## src/emb_pkg.sv

```systemverilog
// Package for the external memory bus interface: constants, kinds and states
package emb_pkg;

    // ****************************************
    // Timing
    // ****************************************
    localparam int CLK_PERIOD_NS = 8;
    localparam int PHASE_NS = 32;
    // Clocks per bus phase, at least one
    localparam int PHASE_CYC = (PHASE_NS / CLK_PERIOD_NS) < 1 ? 1 : (PHASE_NS / CLK_PERIOD_NS);
    localparam int CNT_W = 4;
    localparam logic [CNT_W-1:0] PHASE_LAST = CNT_W'(PHASE_CYC - 1);
    localparam logic [CNT_W-1:0] CNT_RESET = 4'h0;

    // ****************************************
    // Address space
    // ****************************************
    localparam int ADDR_W = 16;
    localparam int DATA_W = 8;
    localparam logic [ADDR_W-1:0] INT_CODE_LIMIT = 16'h1000;
    localparam logic [ADDR_W-1:0] ADDR_RESET = 16'h0000;

    // ****************************************
    // Reset, idle and active values of pins and data
    // ****************************************
    localparam logic STROBE_OFF = 1'h1;
    localparam logic STROBE_ON = 1'h0;
    localparam logic LATCH_OPEN = 1'h1;
    localparam logic LATCH_SHUT = 1'h0;
    localparam logic [DATA_W-1:0] BYTE_ZERO = 8'h00;
    localparam logic [DATA_W-1:0] BYTE_RELEASED = 8'hFF;
    localparam logic [DATA_W-1:0] BYTE_DRIVEN = 8'h00;

    // ****************************************
    // Access kinds and bus states
    // ****************************************
    typedef enum logic [1:0] {
        EMB_FETCH,
        EMB_TABLE_READ,
        EMB_DATA_READ,
        EMB_DATA_WRITE
    } emb_kind_t;

    typedef enum logic [1:0] {
        EMB_IDLE,
        EMB_ADDR,
        EMB_LATCH,
        EMB_STROBE
    } emb_state_t;

endpackage : emb_pkg

```

## src/emb_bus.sv

```systemverilog
// External memory bus interface: multiplexed address/data port, strobes and internal/external code select
`timescale 1ns/1ps
// Summary of operation
// - Select input low sends every code fetch to external memory over the bus.
// - Select high and address in on-chip code: no fetch appears on the bus.
// - Program store strobe pulses for external fetches and external table reads.
// - No program store strobe at all for on-chip code fetches.
// - Address latch strobe falls to latch the low byte; latch holds it after.
// - Low address byte and data byte share the low port, time multiplexed.
// - High address port carries the upper address during bus accesses.
// - One port bit is the data write strobe, another the data read strobe.
// - Separate 64 KB code and data spaces with a 16-bit address.
// - Low port is open-drain as general I/O; pull-ups give the high level.
module emb_bus (
    input wire logic mclk,
    input wire logic resetn,
    input wire logic external_access_select_n,
    input wire logic req_valid,
    output logic req_ready,
    input wire emb_pkg::emb_kind_t req_kind,
    input wire logic [emb_pkg::ADDR_W-1:0] req_addr,
    input wire logic [emb_pkg::DATA_W-1:0] req_wdata,
    output logic resp_valid,
    output logic resp_internal,
    output logic [emb_pkg::DATA_W-1:0] resp_rdata,
    output logic code_internal,
    input wire logic [emb_pkg::DATA_W-1:0] low_port_gpio_out,
    input wire logic [emb_pkg::DATA_W-1:0] high_port_gpio_out,
    input wire logic write_pin_gpio_out,
    input wire logic read_pin_gpio_out,
    input wire logic [emb_pkg::DATA_W-1:0] low_byte_bus_port_in,
    output logic [emb_pkg::DATA_W-1:0] low_byte_bus_port_out,
    output logic [emb_pkg::DATA_W-1:0] low_byte_bus_port_oe_n,
    output logic [emb_pkg::DATA_W-1:0] high_address_port,
    output logic address_latch_strobe,
    output logic program_store_strobe_n,
    output logic write_strobe_n,
    output logic read_strobe_n
);

    // ****************************************
    // Decoding
    // ****************************************
    // Code access served from on-chip memory, so the bus stays quiet
    function automatic logic emb_is_internal(
        input emb_pkg::emb_kind_t kind,
        input logic [emb_pkg::ADDR_W-1:0] addr,
        input logic ea_n
    );
        logic code;
        code = (kind == emb_pkg::EMB_FETCH) || (kind == emb_pkg::EMB_TABLE_READ);
        return code && ea_n && (addr < emb_pkg::INT_CODE_LIMIT);
    endfunction : emb_is_internal

    function automatic logic emb_is_code(input emb_pkg::emb_kind_t kind);
        return (kind == emb_pkg::EMB_FETCH) || (kind == emb_pkg::EMB_TABLE_READ);
    endfunction : emb_is_code

    // ****************************************
    // State
    // ****************************************
    emb_pkg::emb_state_t st;
    emb_pkg::emb_state_t next_st;
    logic [emb_pkg::CNT_W-1:0] cnt;
    logic [emb_pkg::CNT_W-1:0] next_cnt;
    emb_pkg::emb_kind_t kind;
    emb_pkg::emb_kind_t next_kind;
    logic [emb_pkg::ADDR_W-1:0] addr;
    logic [emb_pkg::ADDR_W-1:0] next_addr;
    logic [emb_pkg::DATA_W-1:0] wdata;
    logic [emb_pkg::DATA_W-1:0] next_wdata;
    logic next_resp_valid;
    logic next_resp_internal;
    logic [emb_pkg::DATA_W-1:0] next_resp_rdata;
    logic [emb_pkg::DATA_W-1:0] next_p0_out;
    logic [emb_pkg::DATA_W-1:0] next_p0_oe_n;
    logic [emb_pkg::DATA_W-1:0] next_p2;
    logic next_ale;
    logic next_pss_n;
    logic next_wr_n;
    logic next_rd_n;
    logic tick;
    logic accept;

    assign req_ready = (st == emb_pkg::EMB_IDLE);
    assign accept = req_valid && req_ready;
    assign tick = (cnt == emb_pkg::PHASE_LAST);
    assign code_internal = emb_is_internal(req_kind, req_addr, external_access_select_n);

    // ****************************************
    // Next state and pin values
    // ****************************************
    always_comb
    begin
        next_st = st;
        next_cnt = cnt;
        next_kind = kind;
        next_addr = addr;
        next_wdata = wdata;
        next_resp_valid = 1'h0;
        next_resp_internal = 1'h0;
        next_resp_rdata = resp_rdata;
        // Phase divider runs only during a bus access
        if (st != emb_pkg::EMB_IDLE)
        begin
            next_cnt = tick ? emb_pkg::CNT_RESET : cnt + 4'h1;
        end
        case (st)
            emb_pkg::EMB_IDLE:
            begin
                next_cnt = emb_pkg::CNT_RESET;
                if (accept)
                begin
                    next_kind = req_kind;
                    next_addr = req_addr;
                    next_wdata = req_wdata;
                    if (emb_is_internal(req_kind, req_addr, external_access_select_n))
                    begin
                        // On-chip code: answered at once, bus untouched
                        next_resp_valid = 1'h1;
                        next_resp_internal = 1'h1;
                    end
                    else
                    begin
                        next_st = emb_pkg::EMB_ADDR;
                    end
                end
            end
            emb_pkg::EMB_ADDR:
            begin
                if (tick)
                begin
                    next_st = emb_pkg::EMB_LATCH;
                end
            end
            emb_pkg::EMB_LATCH:
            begin
                if (tick)
                begin
                    next_st = emb_pkg::EMB_STROBE;
                end
            end
            emb_pkg::EMB_STROBE:
            begin
                if (tick)
                begin
                    next_st = emb_pkg::EMB_IDLE;
                    next_resp_valid = 1'h1;
                    if (kind != emb_pkg::EMB_DATA_WRITE)
                    begin
                        next_resp_rdata = low_byte_bus_port_in;
                    end
                end
            end
            default:
            begin
                next_st = emb_pkg::EMB_IDLE;
            end
        endcase

        // Pins follow the state being entered, so they change on phase edges
        next_ale = emb_pkg::LATCH_SHUT;
        next_pss_n = emb_pkg::STROBE_OFF;
        next_wr_n = write_pin_gpio_out;
        next_rd_n = read_pin_gpio_out;
        next_p2 = high_port_gpio_out;
        next_p0_out = emb_pkg::BYTE_ZERO;
        next_p0_oe_n = low_port_gpio_out;
        case (next_st)
            emb_pkg::EMB_IDLE:
            begin
                next_p0_oe_n = low_port_gpio_out;
            end
            emb_pkg::EMB_ADDR:
            begin
                next_ale = emb_pkg::LATCH_OPEN;
                next_p2 = next_addr[emb_pkg::ADDR_W-1:emb_pkg::DATA_W];
                next_p0_out = next_addr[emb_pkg::DATA_W-1:0];
                next_p0_oe_n = emb_pkg::BYTE_DRIVEN;
                next_wr_n = emb_pkg::STROBE_OFF;
                next_rd_n = emb_pkg::STROBE_OFF;
            end
            emb_pkg::EMB_LATCH:
            begin
                // Address held while the latch strobe falls
                next_p2 = addr[emb_pkg::ADDR_W-1:emb_pkg::DATA_W];
                next_p0_out = addr[emb_pkg::DATA_W-1:0];
                next_p0_oe_n = emb_pkg::BYTE_DRIVEN;
                next_wr_n = emb_pkg::STROBE_OFF;
                next_rd_n = emb_pkg::STROBE_OFF;
            end
            emb_pkg::EMB_STROBE:
            begin
                next_p2 = addr[emb_pkg::ADDR_W-1:emb_pkg::DATA_W];
                next_wr_n = emb_pkg::STROBE_OFF;
                next_rd_n = emb_pkg::STROBE_OFF;
                next_p0_oe_n = emb_pkg::BYTE_RELEASED;
                if (emb_is_code(kind))
                begin
                    next_pss_n = emb_pkg::STROBE_ON;
                end
                else if (kind == emb_pkg::EMB_DATA_READ)
                begin
                    next_rd_n = emb_pkg::STROBE_ON;
                end
                else
                begin
                    next_wr_n = emb_pkg::STROBE_ON;
                    next_p0_out = wdata;
                    next_p0_oe_n = emb_pkg::BYTE_DRIVEN;
                end
            end
            default:
            begin
                next_p0_oe_n = low_port_gpio_out;
            end
        endcase
    end

    // ****************************************
    // Registers
    // ****************************************
    always_ff @(posedge mclk or negedge resetn)
    begin
        if (!resetn)
        begin
            st <= emb_pkg::EMB_IDLE;
            cnt <= emb_pkg::CNT_RESET;
            kind <= emb_pkg::EMB_FETCH;
            addr <= emb_pkg::ADDR_RESET;
            wdata <= emb_pkg::BYTE_ZERO;
            resp_valid <= 1'h0;
            resp_internal <= 1'h0;
            resp_rdata <= emb_pkg::BYTE_ZERO;
            low_byte_bus_port_out <= emb_pkg::BYTE_ZERO;
            low_byte_bus_port_oe_n <= emb_pkg::BYTE_RELEASED;
            high_address_port <= emb_pkg::BYTE_RELEASED;
            address_latch_strobe <= emb_pkg::LATCH_SHUT;
            program_store_strobe_n <= emb_pkg::STROBE_OFF;
            write_strobe_n <= emb_pkg::STROBE_OFF;
            read_strobe_n <= emb_pkg::STROBE_OFF;
        end
        else
        begin
            st <= next_st;
            cnt <= next_cnt;
            kind <= next_kind;
            addr <= next_addr;
            wdata <= next_wdata;
            resp_valid <= next_resp_valid;
            resp_internal <= next_resp_internal;
            resp_rdata <= next_resp_rdata;
            low_byte_bus_port_out <= next_p0_out;
            low_byte_bus_port_oe_n <= next_p0_oe_n;
            high_address_port <= next_p2;
            address_latch_strobe <= next_ale;
            program_store_strobe_n <= next_pss_n;
            write_strobe_n <= next_wr_n;
            read_strobe_n <= next_rd_n;
        end
    end

    // ****************************************
    // Assertions
    // ****************************************
    localparam int RESP_LAT = 1 + 3 * emb_pkg::PHASE_CYC;
    localparam int PSS_LAT = RESP_LAT - 1;
endmodule : emb_bus

```

## config.mk

```make
export PLATFORM = sky130hd
export DESIGN_NAME = emb_bus
export DESIGN_NICKNAME = d
export VERILOG_FILES = /design/src/emb_pkg.sv /design/src/emb_bus.sv
export SDC_FILE = /design/constraint.sdc
export NUM_CORES = 1
export LEC_CHECK = 0
export BUFFER_PORTS_ARGS = -buffer_cell sky130_fd_sc_hd__buf_2
export CAP_MARGIN = 15
export CELL_PAD_IN_SITES_DETAIL_PLACEMENT = 1
export CELL_PAD_IN_SITES_GLOBAL_PLACEMENT = 1
export CORE_UTILIZATION = 39
export DETAILED_ROUTE_END_ITERATION = 8
export GPL_ROUTABILITY_DRIVEN = 0
export PLACE_DENSITY_LB_ADDON = 0.3
export SLEW_MARGIN = 30
export SYNTH_ARGS = -nofsm -noshare
export SYNTH_HDL_FRONTEND = slang
export SYNTH_SLANG_ARGS = --single-unit
export TNS_END_PERCENT = 10
```

## constraint.sdc

```tcl
create_clock -name mclk -period 3.25 [get_ports mclk]
set_input_delay 0.325 -clock mclk [delete_from_list [all_inputs] [get_ports mclk]]
set_output_delay 0.325 -clock mclk [all_outputs]
set_load 0.02 [all_outputs]
```

Yosys cells after proc, flatten, opt, wreduce, memory -nomap -nowiden
Index checks and enable logic that the tools add are counted.
{ "word_totals": {"register_bits": 70, "latch_bits": 0, "ram_bits": 0, "romBits": 0, "in_bits": 56, "out_inout_bits": 40, "n_memories": 0} }
{ "classes": {"n_addsub": 1, "multipliers": 0, "div_mod_pow": 0, "order_cmp": 1, "eq_ne": 11, "shift": 0, "muxes": 32, "bitwise": 0, "reduce_logical": 15} }
{ "ops": {"columns": ["cell", "count"], "rows": [
  ["8-bit case mux with 3 select lines", 2],
  ["16-bit 2-to-1 mux", 2],
  ["8-bit 2-to-1 mux", 4],
  ["16-bit by 13-bit < comparator with 1-bit output, second input constant", 1],
  ["8-bit case mux with 2 select lines", 1],
  ["4-bit 2-to-1 mux", 3],
  ["1-bit 2-to-1 mux", 11],
  ["2-bit == test, second input constant", 5],
  ["2-bit 2-to-1 mux", 5],
  ["2-bit by 1-bit == test with 1-bit output, second input constant", 4],
  ["2-bit zero test", 4],
  ["2-bit case mux with 4 select lines", 1],
  ["1-bit case mux with 2 select lines", 3],
  ["4-bit by 1-bit adder with 4-bit output, second input constant", 1],
  ["4-bit by 2-bit == test with 1-bit output, second input constant", 1],
  ["2-bit nonzero test", 2],
  ["2-bit OR reduction", 2],
  ["1-bit logical AND", 3],
  ["3-bit AND reduction", 1],
  ["1-bit logical OR", 2],
  ["2-bit inequality test, second input constant", 1],
  ["2-bit AND reduction", 1]
]} }

Depth between registers and ports, before layout
{ "depth": {"depth_word": 10, "mapped_depth": 12, "mapped_depth_nobuf": 9} }

Least setup slack after synthesis
OpenSTA, ideal clock, no wires.
{ "synth_path": {"path_type": "register to register", "from": "register st[0]", "to": "register high_address_port[0] in the netlist's numbering", "arrival_ps": 2461, "required_ps": 3168, "path_slack_ps": 707, "path_stages_with_launch": 13, "n_path_buf": 3, "cell_sequence": "dfrtp_1 inv_1 ha_1 clkbuf_2 nand2_1 a21oi_1 o311ai_0 ha_1 buf_2 or2_2 clkbuf_1 a21oi_1 a2bb2oi_1"} }
{ "synth_between": {"elab_chain_len": 7} }
{ "synth_rtl": {"columns": ["element", "line", "source"], "rows": [
  ["from (decl)", "emb_bus.sv:62", "emb_pkg::emb_state_t st;"],
  ["from (signal assigned)", "emb_bus.sv:227", "st <= emb_pkg::EMB_IDLE;"],
  ["from (signal assigned)", "emb_bus.sv:245", "st <= next_st;"],
  ["2-bit zero test (*)", "emb_bus.sv:85", "assign req_ready = (st == emb_pkg::EMB_IDLE);"],
  ["via req_ready", "emb_bus.sv:19", "output logic req_ready,"],
  ["1-bit logical AND", "emb_bus.sv:86", "assign accept = req_valid && req_ready;"],
  ["2-bit 2-to-1 mux", "emb_bus.sv:112", "if (accept)"],
  ["2-bit case mux with 4 select lines", "emb_bus.sv:108", "case (st)"],
  ["2-bit == test", "emb_bus.sv:169", "case (next_st)"],
  ["2-bit OR reduction (no line)", null, null],
  ["8-bit case mux with 2 select lines (*)", "emb_bus.sv:169", null],
  ["via next_p2, one bit", "emb_bus.sv:77", "logic [emb_pkg::DATA_W-1:0] next_p2;"],
  ["to (signal assigned)", "emb_bus.sv:237", "high_address_port <= emb_pkg::BYTE_RELEASED;"],
  ["to (signal assigned)", "emb_bus.sv:255", "high_address_port <= next_p2;"],
  ["to (decl)", "emb_bus.sv:34", "output logic [emb_pkg::DATA_W-1:0] high_address_port,"]
]} }
Mark *: on every way through the listed nets, which the timed path passes. The rest lies on a longest branch.
A chain may end at the register's enable or synchronous reset.

Worst setup path after layout
{ "layout_path": {"from": "register cnt[0] in the netlist's numbering", "to": "register low_byte_bus_port_out[0] in the netlist's numbering"} }
{ "layout_between": {"elab_chain_len": 5} }
{ "layout_rtl": {"columns": ["element", "line", "source"], "rows": [
  ["from (decl)", "emb_bus.sv:64", "logic [emb_pkg::CNT_W-1:0] cnt;"],
  ["from (signal assigned)", "emb_bus.sv:228", "cnt <= emb_pkg::CNT_RESET;"],
  ["from (signal assigned)", "emb_bus.sv:246", "cnt <= next_cnt;"],
  ["4-bit by 2-bit == test with 1-bit output (*)", "emb_bus.sv:87", "assign tick = (cnt == emb_pkg::PHASE_LAST);"],
  ["2-bit 2-to-1 mux (on tied branches)", "emb_bus.sv:145, emb_bus.sv:131, emb_bus.sv:138", null],
  ["2-bit case mux with 4 select lines (*)", "emb_bus.sv:108", null],
  ["via next_st[1]", "emb_bus.sv:63", "emb_pkg::emb_state_t next_st;"],
  ["2-bit == test / 2-bit by 1-bit == test with 1-bit output (equally long branches)", "emb_bus.sv:169", null],
  ["8-bit case mux with 3 select lines (*)", "emb_bus.sv:169", null],
  ["via next_p0_out, one bit", "emb_bus.sv:75", "logic [emb_pkg::DATA_W-1:0] next_p0_out;"],
  ["to (signal assigned)", "emb_bus.sv:235", "low_byte_bus_port_out <= emb_pkg::BYTE_ZERO;"],
  ["to (signal assigned)", "emb_bus.sv:253", "low_byte_bus_port_out <= next_p0_out;"],
  ["to (decl)", "emb_bus.sv:32", "output logic [emb_pkg::DATA_W-1:0] low_byte_bus_port_out,"]
]} }
Marked as above.

==> key figures <==
Global routing
  – Pin count of the biggest net entering global routing: 71
  – Initial antenna violation count: 0
  – First-pass GRT wire length: 13000 um
  – Remaining global-route overflow: 0
  – All-Layer GR Usage: 20.2%
  – Vias in the first global route: 2621

STA
  – Final number of setup-violating endpoints: 0
  – Worst slew pin tran: 876 ps
  – Final Hold Fails: 0
  – Layout Skew: 6.78 ps
  – Relative slew slack: 41.6%
  – Final Max Tran Viols: 0
  – Unrepaired setup endpoints after global routing: false
  – Setup ws final: 518 ps
  – Final worst path period share: 84.1%
  – Hold_ws: 99.0 ps
  – Min Tclk post-route: 2730 ps
  – Setup TNS: 0 ps
  – Fmax: 366 MHz

Clock network
  – Clk_lat worst skew: 350 ps
  – CTS Hold Bufs: 0
  – CTS root buffer: clkbuf_8
  – Clock-pin slew on the worst setup and hold paths: 70 ps
  – Resized Gates After CTS: 0
  – CTS Buf Count: 9
  – CTS Sinks: 70
  – H-Tree Depth: 3
  – Clock buffer depth: 2
  – Post-CTS Setup Repair Bufs: 0
  – CTS tree: done

Floorplan
  – Initial Utilization: 40.4%
  – Die Ht: 91.5 um
  – Die area: 8370 sq um
  – Die Width: 91.5 um
  – Core Area: 7730 sq um
  – I/O pins: 96
  – Std cell rows: 32

Critical path
  – Worst Path Required: 3520 ps
  – R2R depth: 8
  – Crit path launch type: register
  – R2R Setup Slk: 520 ps
  – Worst setup endpoint: low_byte_bus_port_out[0]
  – Critical Path AT: 3000 ps
  – CP max stage delay: 460 ps
  – CP Capture Type: register
  – Worst-path cell chain: ha_1 -> nor3b_4 -> o21ai_0 -> a221oi_1 -> ha_1 -> and3_1 -> a22oi_1 -> a21oi_1
  – CP Max Fanout: 8
  – RR Startpoint: cnt[0]
  – Critical R2R Capture: low_byte_bus_port_out[0]
  – CP Class: register to register
  – Most frequent CP cell: ha_1
  – Crit path launch: cnt[0]
  – Slowest-stage cell, CP: a221oi_1

Synth
  – Average size of a mapped cell: 11.5 sq um
  – Post-Synthesis Cells: 272
  – Yosys reg bits: 70
  – Register area share after synthesis: 56.8%
  – Distinct cells, synth: 38
  – Post-Syn Area: 3120 sq um
  – Synthesized Nets: 338
  – Synth Warn #: 0

Finish
  – Fin nets: 432
  – Antenna Cells: 0
  – Register area: 1780 sq um
  – Commonest cells after routing, fill and taps aside: 94 x buf_2, 51 x dfrtp_1, 21 x nand2_1
  – P&R area growth vs syn: 25.3%
  – Commonest non-fill, non-tap cell in the layout: buf_2
  – Area of the multi-input gates: 1260 sq um
  – Filler cell count: 877
  – Fraction of layout cells with a size suffix above 1: 46.4%
  – Fin util: 50.6%

Drt
  – Routed WL per cell: 16.3 um
  – Wirelength, routed: 7730 um
  – DRC Markers: 0
  – Detailed-router iteration count before antenna repair: 4
  – Initial DRC count: 123
  – Vias per cell: 5.22
  – Vias: 2467
  – Post-DRT Antenna Nets: 0

Run status
  – Status: finished, final reports clean

Flow run
  – Max Cap Viol: 0

Min path
  – Hold Crit Class: input port to asynchronous set/reset pin

Place
  – Post-Place Worst Slack: 529 ps
  – Dpl hpwl: 5300 um
  – Input/output buffers: 95

Power
  – Leak: 1.96 nW
  – PD cells: 1070 nW/um^2
  – Peak supply drop: 379 uV
worst max-delay path: cells and delay by family (launching register included):
| family | cells | cell delay, ps |
|---|---|---|
| AND/OR/NAND/NOR | 2 | 820 |
| flip-flops | 1 | 380 |
| adder cells (fa/ha/maj) | 2 | 510 |
| AO/OA/AOI/OAI | 4 | 940 |
flip-flops by register name (all words and copies together), names as in the netlist:
name	cells
resp_rdata	8
kind	2
addr	16
resp_internal	1
address_latch_strobe	1
cnt	4
wdata	8
write_strobe_n	1
program_store_strobe_n	1
st	2
read_strobe_n	1
high_address_port	8
low_byte_bus_port_out	8
low_byte_bus_port_oe_n	8
resp_valid	1
through the flow:
step / std cells / area [sq um] / power [mW]
2_1_floorplan: 272 / 3120 / 2.86
3_5_place_dp: 457 / 3690 / 3.45
4_1_cts: 473 / 3910 / 4.22
5_1_grt: 473 / 3910 / 4.49
6_report: 473 / 3910 / 4.18
3_3_place_gp: 457 / 3690 / 3.36
per-layer routing:
| layer | vias up | track usage, % | share of wire (%) |
|---|---|---|---|
| met4 | 0 | 9.66 | 2.4 |
| met5 | - | 0 | 0 |
| met1 | 1214 | 26.3 | 45 |
| met3 | 16 | 3.94 | 5.6 |
| li1 | 1148 | - | - |
| met2 | 89 | 32.3 | 47 |
synthesized netlist by cell type:
library cell  number  area [sq um]
dfrtp_1           51          1280
nand2_1           21          78.8
a21oi_1           19          95.1
dfstp_2           19           499
o21ai_0           19          95.1
mux2_2            18           203
and3_1            17           106
a21boi_0          16           120
or2_2             16           100
clkbuf_1          11          41.3
ha_1              10           125
a22oi_1            8          60.1
a2bb2oi_1          8          70.1
inv_1              7          26.3
nor2_1             5          18.8
buf_2              3          15.0
nand3_1            2          10.0
nor3_1             2          10.0
a221o_1            1          10.0
a221oi_1           1          8.76
a31oi_1            1          6.26
and2_1             1          6.26
buf_1              1          3.75
clkbuf_2           1          5.00
nand2b_1           1          6.26
nand3_4            1          17.5
nand3b_1           1          7.51
nand4_1            1          6.26
nor2b_1            1          6.26
nor3b_4            1          18.8
nor4b_2            1          15.0
o211ai_1           1          7.51
o21a_1             1          7.51
o311a_1            1          10.0
o311ai_0           1          8.76
or2_1              1          6.26
or3_2              1          7.51
xor2_1             1          8.76
how the worst min path moves through the flow:
stage	from	slack (ps)	endpoint
6_report	resetn	100	address_latch_strobe
5_1_grt	resetn	140	address_latch_strobe
3_5_place_dp	cnt[0]	470	cnt[0]
2_1_floorplan	resetn	30	addr[0]
3_3_place_gp	cnt[0]	450	cnt[0]
4_1_cts	resetn	110	address_latch_strobe
area by class of cell:
type                       instances  area share (%)
clock buffer                      13            4.57
clock inverter                     3            1.02
inverter                           7           0.671
multi-input combinational        179            32.1
sequential                        70            45.4
tap                              102            3.26
timing repair buffer              99            13.0
logic make-up (layout without fill, tap and decap cells):
group,count (synthesis),after routing,synth area share (%)
flip-flops,70,70,56.8
AND/OR/NAND/NOR,73,73,13.5
AO/OA/AOI/OAI,77,77,16.0
XOR/XNOR,1,1,0.280
multiplexers,18,18,6.49
buffers and inverters,23,122,2.92
adder cells (fa/ha/maj),10,10,4.00
power by group:
part	switching, mW	internal [mW]	leakage [nW]
logic	1.20	0.761	1.00
registers	0.151	1.31	0.836
clock network	0.322	0.436	0.115
No activity file was read; power rests on OpenSTA's default activity.
